[src/rtl/pecint_pkg.sv]
// package: register map, field positions and bus types for the pin edge change interrupt unit
package pecint_pkg;

    localparam int PIN_COUNT = 8;
    localparam int ADDR_W = 4;
    localparam int DATA_W = 32;

    // register word addresses
    localparam logic [ADDR_W-1:0] RISE_EN_ADDR = 4'h0;
    localparam logic [ADDR_W-1:0] FALL_EN_ADDR = 4'h1;
    localparam logic [ADDR_W-1:0] FLAGS_ADDR = 4'h2;
    localparam logic [ADDR_W-1:0] CTRL_ADDR = 4'h3;
    localparam logic [ADDR_W-1:0] SLEEP_ADDR = 4'h4;

    // interrupt_control field positions
    localparam int CTRL_SUMMARY_BIT = 0;
    localparam int CTRL_MASTER_EN_BIT = 3;

    localparam logic [7:0] REG8_RESET = 8'h00;
    localparam logic [DATA_W-1:0] UNMAPPED_READ = 32'h0000_0000;
    localparam logic [1:0] RESP_OKAY = 2'h0;
    localparam logic [1:0] RESP_DECODEERROR = 2'h3;

    typedef struct packed {
        logic [ADDR_W-1:0] address;
        logic read;
        logic write;
        logic [DATA_W-1:0] writedata;
        logic [3:0] byteenable;
    } pecint_avm_req_t;

    typedef struct packed {
        logic [DATA_W-1:0] readdata;
        logic readdatavalid;
        logic waitrequest;
        logic [1:0] response;
    } pecint_avm_rsp_t;

    typedef enum logic [1:0] {
        PECINT_IDLE = 2'b00,
        PECINT_ACK = 2'b01
    } pecint_bus_state_t;

endpackage : pecint_pkg

[src/rtl/pecint_top.sv]
// pin edge change interrupt unit: edge detect, flags, summary, wake and register slave
// What this block does
// RULE_01: wake is requested from an enabled edge flag only while the master enable is set.
// RULE_02: an edge seen while asleep lands in the flag register before the wake request leaves the block.
// RULE_03: a rising enable bit of 1 arms detection of a low-to-high change on its pin.
// RULE_04: a falling enable bit of 1 arms detection of a high-to-low change, and both may be armed at once.
// RULE_05: an enable bit of 0 stops changes of that polarity from being recorded.
// RULE_06: a pin flag sets on an armed rising edge or an armed falling edge of that pin.
// RULE_07: a flag reads 0 when no armed change occurred or software wrote it to zero.
// RULE_08: the flag register is readable and writable by software and also set by hardware.
// RULE_09: an armed edge sets its pin flag and the module summary flag together.
// RULE_10: both enable registers and the flags clear to zero on every reset.
// RULE_11: the summary flag is the OR of all eight pin flags.
// RULE_12: with the master enable clear edges still set flags but no request is raised.
// RULE_13: an edge arriving during a clearing write leaves its flag set whatever is written.
// RULE_14: software clears only flags it has seen set, by masking, so new edges are not lost.
// RULE_15: each pin is sampled and compared with its previous sample to form one-cycle edge pulses.
// RULE_16: the request is master enable AND summary flag and holds until all flags are clear.
//
// Added by the designer: the Avalon-MM slave port and the register addresses.
`timescale 1ns/1ps

module pecint_top
    import pecint_pkg::*;
#(
    parameter int PINS = PIN_COUNT
)(
    input wire logic clk_i, // system clock, 25 MHz
    input wire logic srst_i, // synchronous reset, active high
    input wire logic [PINS-1:0] port_pin_input_i, // port pins, synchronous to clk_i
    input wire logic sleep_i, // processor is in sleep
    input wire pecint_pkg::pecint_avm_req_t avm_req_i, // avalon request
    output pecint_pkg::pecint_avm_rsp_t avm_rsp_o, // avalon answer
    output logic irq_o, // level interrupt request
    output logic wake_o // level wake request to the sleep controller
);
    import pecint_pkg::*;

    // elaboration check: the register layout is one byte per register
    if (PINS != 8)
    begin : g_pins_check
        $error("pecint_top: PINS must be 8, the register layout is one byte");
    end

    ////////////////////////////////////////////////////////////////////////
    logic [7:0] rising_edge_enable_reg;
    logic [7:0] falling_edge_enable_reg;
    logic [7:0] pin_change_flags_reg;
    logic [7:0] pin_change_flags_next;
    logic change_irq_master_enable_reg;
    logic [7:0] pin_prev_reg;
    logic [7:0] rise_pulse;
    logic [7:0] fall_pulse;
    logic [7:0] edge_hit;
    logic change_summary_flag;
    logic irq_reg;
    logic wake_reg;
    pecint_bus_state_t bus_state_reg;
    logic [DATA_W-1:0] rdata_reg;
    logic [1:0] resp_reg;
    logic rvalid_reg;

    ////////////////////////////////////////////////////////////////////////
    // pin inputs are synchronous already, so one stage of history is enough
    // RULE_15: edge pulse forming
    always_ff @(posedge clk_i)
    begin
        if (srst_i)
        begin
            pin_prev_reg <= REG8_RESET;
        end
        else
        begin
            pin_prev_reg <= port_pin_input_i;
        end
    end

    // RULE_15: one-cycle edge pulses
    assign rise_pulse = port_pin_input_i & ~pin_prev_reg;
    assign fall_pulse = ~port_pin_input_i & pin_prev_reg;
    // RULE_03: rising arm
    // RULE_04: falling arm
    // RULE_05: disabled polarity masked
    assign edge_hit = (rise_pulse & rising_edge_enable_reg) | (fall_pulse & falling_edge_enable_reg);

    ////////////////////////////////////////////////////////////////////////
    // bus decode
    logic wr_take;
    logic rd_take;
    logic addr_ok;

    function automatic logic decode_ok(input logic [ADDR_W-1:0] a);
        decode_ok = (a == RISE_EN_ADDR) || (a == FALL_EN_ADDR) || (a == FLAGS_ADDR)
            || (a == CTRL_ADDR) || (a == SLEEP_ADDR);
    endfunction : decode_ok

    // reads are captured in the idle cycle; writes land only at the edge where waitrequest is low
    assign wr_take = (bus_state_reg == PECINT_ACK) && avm_req_i.write;
    assign rd_take = (bus_state_reg == PECINT_IDLE) && avm_req_i.read;
    assign addr_ok = decode_ok(avm_req_i.address);

    always_ff @(posedge clk_i)
    begin
        if (srst_i)
        begin
            bus_state_reg <= PECINT_IDLE;
        end
        else
        begin
            unique case (bus_state_reg)
                PECINT_IDLE:
                begin
                    if (avm_req_i.read || avm_req_i.write)
                    begin
                        bus_state_reg <= PECINT_ACK;
                    end
                end
                PECINT_ACK:
                begin
                    bus_state_reg <= PECINT_IDLE;
                end
                default:
                begin
                    bus_state_reg <= PECINT_IDLE;
                end
            endcase
        end
    end

    ////////////////////////////////////////////////////////////////////////
    // enable registers
    // RULE_10: enables clear on reset
    always_ff @(posedge clk_i)
    begin
        if (srst_i)
        begin
            rising_edge_enable_reg <= REG8_RESET;
            falling_edge_enable_reg <= REG8_RESET;
            change_irq_master_enable_reg <= 1'b0;
        end
        else if (wr_take && avm_req_i.byteenable[0])
        begin
            if (avm_req_i.address == RISE_EN_ADDR)
            begin
                rising_edge_enable_reg <= avm_req_i.writedata[7:0];
            end
            if (avm_req_i.address == FALL_EN_ADDR)
            begin
                falling_edge_enable_reg <= avm_req_i.writedata[7:0];
            end
            if (avm_req_i.address == CTRL_ADDR)
            begin
                change_irq_master_enable_reg <= avm_req_i.writedata[CTRL_MASTER_EN_BIT];
            end
        end
    end

    ////////////////////////////////////////////////////////////////////////
    // flags: software write applied first, then hardware set wins
    always_comb
    begin
        pin_change_flags_next = pin_change_flags_reg;
        // RULE_08: software read/write access
        if (wr_take && avm_req_i.byteenable[0] && (avm_req_i.address == FLAGS_ADDR))
        begin
            pin_change_flags_next = avm_req_i.writedata[7:0];
        end
        // RULE_13: edge beats clearing write
        // RULE_06: armed edge sets flag
        pin_change_flags_next = pin_change_flags_next | edge_hit;
    end

    // RULE_10: flags clear on reset
    always_ff @(posedge clk_i)
    begin
        if (srst_i)
        begin
            pin_change_flags_reg <= REG8_RESET;
        end
        else
        begin
            pin_change_flags_reg <= pin_change_flags_next;
        end
    end

    // RULE_11: summary is OR of flags
    // RULE_09: summary follows the pin flag
    assign change_summary_flag = |pin_change_flags_reg;

    ////////////////////////////////////////////////////////////////////////
    // request and wake come from the stored flags, so a flag is always visible first
    // RULE_16: request is enable AND summary
    // RULE_12: master enable gates request and wake, not the flags
    // RULE_01: wake gated by master enable
    // RULE_02: flag recorded before wake
    always_ff @(posedge clk_i)
    begin
        if (srst_i)
        begin
            irq_reg <= 1'b0;
            wake_reg <= 1'b0;
        end
        else
        begin
            irq_reg <= change_irq_master_enable_reg && change_summary_flag;
            wake_reg <= change_irq_master_enable_reg && change_summary_flag && sleep_i;
        end
    end

    assign irq_o = irq_reg;
    assign wake_o = wake_reg;

    ////////////////////////////////////////////////////////////////////////
    // read data
    always_ff @(posedge clk_i)
    begin
        if (srst_i)
        begin
            rdata_reg <= UNMAPPED_READ;
            resp_reg <= RESP_OKAY;
            rvalid_reg <= 1'b0;
        end
        else
        begin
            rvalid_reg <= rd_take;
            if (rd_take || wr_take)
            begin
                resp_reg <= addr_ok ? RESP_OKAY : RESP_DECODEERROR;
                rdata_reg <= UNMAPPED_READ;
                if (rd_take)
                begin
                    unique case (avm_req_i.address)
                        RISE_EN_ADDR: rdata_reg[7:0] <= rising_edge_enable_reg;
                        FALL_EN_ADDR: rdata_reg[7:0] <= falling_edge_enable_reg;
                        // RULE_07: flag reads zero once cleared
                        FLAGS_ADDR: rdata_reg[7:0] <= pin_change_flags_reg;
                        CTRL_ADDR:
                        begin
                            rdata_reg[CTRL_MASTER_EN_BIT] <= change_irq_master_enable_reg;
                            rdata_reg[CTRL_SUMMARY_BIT] <= change_summary_flag;
                        end
                        SLEEP_ADDR: rdata_reg[0] <= sleep_i;
                        default: rdata_reg <= UNMAPPED_READ;
                    endcase
                end
            end
        end
    end

    always_comb
    begin
        avm_rsp_o.readdata = rdata_reg;
        avm_rsp_o.readdatavalid = rvalid_reg;
        avm_rsp_o.response = resp_reg;
        avm_rsp_o.waitrequest = (avm_req_i.read || avm_req_i.write) && (bus_state_reg != PECINT_ACK);
    end

    ////////////////////////////////////////////////////////////////////////
    // checks
    flag_set_edge_a: assert property (@(posedge clk_i) disable iff (srst_i) // RULE_06
        (rise_pulse[0] && rising_edge_enable_reg[0]) |=> pin_change_flags_reg[0])
        else $error("armed rising edge did not set flag 0");

    fall_set_edge_a: assert property (@(posedge clk_i) disable iff (srst_i) // RULE_04
        (fall_pulse[3] && falling_edge_enable_reg[3]) |=> pin_change_flags_reg[3])
        else $error("armed falling edge did not set flag 3");

    disabled_no_set_a: assert property (@(posedge clk_i) disable iff (srst_i) // RULE_05
        (!pin_change_flags_reg[2] && !edge_hit[2]
            && !(wr_take && avm_req_i.address == FLAGS_ADDR)) |=> !pin_change_flags_reg[2])
        else $error("flag 2 set without armed edge or write");

    rise_arm_a: assert property (@(posedge clk_i) disable iff (srst_i) // RULE_03
        ($rose(port_pin_input_i[1]) && rising_edge_enable_reg[1]) |=> pin_change_flags_reg[1])
        else $error("armed rising pin 1 did not set its flag");

    edge_beats_clear_a: assert property (@(posedge clk_i) disable iff (srst_i) // RULE_13
        (edge_hit != 8'h00) |=> ((pin_change_flags_reg & $past(edge_hit)) == $past(edge_hit)))
        else $error("edge lost during clearing write");

    sw_write_flags_a: assert property (@(posedge clk_i) disable iff (srst_i) // RULE_08
        (wr_take && avm_req_i.byteenable[0] && avm_req_i.address == FLAGS_ADDR && edge_hit == 8'h00)
            |=> (pin_change_flags_reg == $past(avm_req_i.writedata[7:0])))
        else $error("software flag write not stored");

    summary_or_a: assert property (@(posedge clk_i) disable iff (srst_i) // RULE_11
        change_summary_flag == (pin_change_flags_reg != 8'h00))
        else $error("summary flag differs from flag OR");

    irq_gate_a: assert property (@(posedge clk_i) disable iff (srst_i) // RULE_16
        ##1 irq_o == $past(change_irq_master_enable_reg && change_summary_flag))
        else $error("irq not enable AND summary one cycle later");

    no_irq_masked_a: assert property (@(posedge clk_i) disable iff (srst_i) // RULE_12
        (!change_irq_master_enable_reg)[*2] |-> !irq_o)
        else $error("irq raised with master enable clear");

    wake_gate_a: assert property (@(posedge clk_i) disable iff (srst_i) // RULE_01
        wake_o |-> ($past(change_irq_master_enable_reg) && $past(sleep_i) && $past(pin_change_flags_reg) != 8'h00))
        else $error("wake without enable, sleep or flag");

    reset_clear_a: assert property (@(posedge clk_i) // RULE_10
        srst_i |=> (pin_change_flags_reg == 8'h00 && rising_edge_enable_reg == 8'h00
            && falling_edge_enable_reg == 8'h00))
        else $error("registers not clear after reset");

    wait_one_a: assert property (@(posedge clk_i) disable iff (srst_i)
        (bus_state_reg == PECINT_IDLE && (avm_req_i.read || avm_req_i.write)) |=> !avm_rsp_o.waitrequest)
        else $error("waitrequest not released in one cycle");

    sleep_wake_c: cover property (@(posedge clk_i) disable iff (srst_i)
        sleep_i && edge_hit != 8'h00 ##2 wake_o);
    clear_race_c: cover property (@(posedge clk_i) disable iff (srst_i)
        wr_take && avm_req_i.address == FLAGS_ADDR && edge_hit != 8'h00);
    both_edges_c: cover property (@(posedge clk_i) disable iff (srst_i)
        rising_edge_enable_reg[5] && falling_edge_enable_reg[5] && fall_pulse[5]);

endmodule : pecint_top

[config.mk]
export PLATFORM = sky130hd
export DESIGN_NAME = pecint_top
export DESIGN_NICKNAME = d
export VERILOG_FILES = /design/src/rtl/pecint_pkg.sv /design/src/rtl/pecint_top.sv
export SDC_FILE = /design/constraint.sdc
export NUM_CORES = 1
export LEC_CHECK = 0
export BUFFER_PORTS_ARGS = -buffer_cell sky130_fd_sc_hd__buf_4
export CAP_MARGIN = 20
export CORE_MARGIN = 1
export CORE_UTILIZATION = 31
export DETAILED_ROUTE_END_ITERATION = 7
export SYNTH_ARGS = -nofsm -noshare
export SYNTH_HDL_FRONTEND = slang
export SYNTH_SLANG_ARGS = --single-unit
[constraint.sdc]
create_clock -name clk_i -period 1.75 [get_ports clk_i]
set_clock_uncertainty 0.15 [all_clocks]
set_input_delay 0.35 -clock clk_i [delete_from_list [all_inputs] [get_ports clk_i]]
set_output_delay 0.35 -clock clk_i [all_outputs]
set_load 0.01 [all_outputs]
==> impl_metrics.yaml <==
outcome:
  status: "completed"
route:
  wl_um: 4690
  first_pass_iters: 4
  wire_per_inst_um: 12.4
  antenna_left: 0
  route.vias.total: 1685
  via_per_inst: 4.47
  drc_errors: 0
  first_iter_violations: 49
clock_network:
  path_clk_slew_ns: 0.09
  ctsResizeCount: 0
  clkLatencyLatePin_ns: 0.30
  cts_setup_buffers: 0
  clk_path_buf_depth: 2
  ctsHoldBuffers: 0
  cts_tree: "done"
  cts_sinks: 46
  cts_htree_levels: 2
  numCtsBuffers: 5
  cts_root_buffer: "clkbuf_8"
timing:
  fin_crit_sh: 0.857
  post-route-min-period_ns: 1.50
  finalSetupViolCount: 0
  slew_violations: 0
  max_freq_mhz: 667
  rsz0062_at_grt: "false"
  setup_tns_ns: 0
  whs_ns: 0.112
  hold_violations: 0
power_and_ir_drop:
  switching_power_uw: 506
  peakVddDrop_mv: 0.384
  p_int_uw: 1430
  power_frac_comb: 0.107
  switching_share: 0.261
  leakage_uw: 0.00125
  clock_power_share: 0.339
  p_per_area_mw_per_mm2: 733
  p_seq_frac: 0.554
final_layout:
  syn_to_final_growth_pct: 19.7
  diodes: 0
  fin_nets: 333
  drive_gt1_frac: 0.235
global_route:
  grt_first_pass_wirelength_um: 7690
  track_usage: 0.134
  antenna_found_initial: 0
  grt_pass1_vias: 1593
  grt_overflow: 0
  grt_max_degree: 26
floorplanning:
  ios: 91
  fp.dieArea_mm2: 0.00746
  core_area_mm2: 0.00683
  fp-row-count: 30
  fp.dieH_um: 86.4
  die_x_um: 86.4
  start_util: 0.323
setup_path:
  crit_cells: 5
  slowest_stage: "dfxtp_1"
  end_kind: "flop"
  required_ns: 1.84
  critical_path_class: "reg -> reg"
  cp_num_buf_inv: 1
  worstPathCellList: "nand2b_1 > a2111oi_4 > buf_4 > a22oi_1 > nor2_1"
  slowest_delay_ns: 0.35
  r2r_cells: 5
  start_kind: "flop"
  critPathMaxFanout: 6
  cpLargestDelayFamily: "compound AO/OA/AOI/OAI gates"
  cp.arrival_ns: 1.59
logic_synthesis:
  syn_area_per_cell_um2: 9.31
  ys_warn_count: 0
  synth_area_mm2: 0.00221
  ys_ff_latch: 46
  synth_cells: 237
  synth_seq_area_share: 0.417
  yosysUniqueCellTypes: 33
run:
  cap_violations: 0
placement:
  portBuffers: 39
  dpl.hpwl_um: 3430
  globalplace.congestion: 0.753
worst_hold_path:
  hold_class: "in -> reg"
  hold_path_depth: 2
stage by stage:
stage | power (uW) | util | area (um^2) | std cells | setup slack [ns]
after floorplan | 1250 | - | 2290 | 260 | 0.227
after global placement | 1300 | 0.373 | 2550 | 369 | 0.103
after detailed placement | 1300 | 0.373 | 2550 | 369 | 0.0964
after CTS | 1950 | 0.387 | 2640 | 377 | 0.235
after global routing | 2010 | 0.387 | 2640 | 377 | 0.147
final | 1940 | 0.387 | 2640 | 377 | 0.250
Yosys cell counts, drive strengths merged:
cell type / count / area share
nand4: 2 / 0.0057
mux2i: 32 / 0.15
and4bb: 1 / 0.0074
nor3: 1 / 0.0023
nand2: 10 / 0.017
or2: 1 / 0.0028
a32oi: 1 / 0.0040
a31oi: 8 / 0.023
mux4: 1 / 0.010
nor2: 38 / 0.065
inv: 8 / 0.014
buf: 33 / 0.11
a311oi: 1 / 0.0040
nand3: 2 / 0.012
and3b: 1 / 0.0040
nand4b: 1 / 0.0068
a22oi: 7 / 0.024
o2bb2ai: 6 / 0.024
nand3b: 2 / 0.0068
a211o: 1 / 0.0040
clkbuf: 5 / 0.0085
a21oi: 11 / 0.025
nand2b: 1 / 0.0028
nor2b: 10 / 0.028
dfxtp: 46 / 0.42
a2111oi: 1 / 0.012
conb: 1 / 0.0017
o21a: 1 / 0.0034
nor4: 3 / 0.0085
and2: 1 / 0.0028
final timing paths:
check                   startpoint            to  slack (ns)
setup reg to reg  bus_state_reg[0]  rdata_reg[4]        0.25
hold reg to reg        resp_reg[0]   resp_reg[0]        0.33
setup / recovery  bus_state_reg[0]  rdata_reg[4]        0.25
hold / removal             sleep_i        wake_o        0.11
routing by layer:
metal / vias to the layer above / part of all wire / GRT usage
met1: 784 / 0.49 / 0.174
met3: 5 / 0.048 / 0.0324
li1: 849 / - / -
met5: - / 0 / 0
met2: 47 / 0.45 / 0.219
met4: 0 / 0.0085 / 0.0409
area by class of cell:
class / count / area (um^2)
sequential: 46 / 921
clock buffer: 5 / 68.8
clock inverter: 3 / 21.3
tap: 96 / 120
multi-input combinational: 168 / 1080
fill: 698 / 4190
timing repair buffer: 51 / 395
inverter: 8 / 30.0
power by group through the flow:
stage | logic (uW) | registers, uW | clock network [uW]
global placement | 206 | 1100 | 0
detailed placement | 207 | 1100 | 0
floorplan | 152 | 1100 | 0
global route | 229 | 1080 | 703
CTS | 208 | 1070 | 665
finish | 208 | 1070 | 657
worst register-to-register path, delay by kind of cell (launching register included):
| kind | cells | cell delay [ns] |
|---|---|---|
| DFF | 1 | 0.35 |
| and+or+nand+nor | 2 | 0.31 |
| AOI/OAI and AO/OA | 2 | 0.42 |
| buffers and inverters | 1 | 0.22 |
logic make-up (layout without fill, tap and decap cells):
group,Yosys count,after routing,share of synthesized area
AOI/OAI and AO/OA,37,37,0.123
buffers and inverters,46,67,0.130
and+or+nand+nor,74,74,0.172
muxes,33,33,0.155
other,1,24,0.00170
DFF,46,46,0.417
placed cells by master, fill, tap and decap left out, types with 2 or more instances in the layout:
cell	instances
inv_1	8
nand4_1	2
nand2_1	10
o2bb2ai_1	6
nor2_1	38
a21oi_1	11
a22oi_1	7
clkbuf_8	5
nand3b_1	2
dfxtp_1	46
nor2b_1	10
a31oi_1	8
mux2i_1	32
conb_1	24
buf_4	50
nor4_1	3
Power figures use the tool's default switching activity.
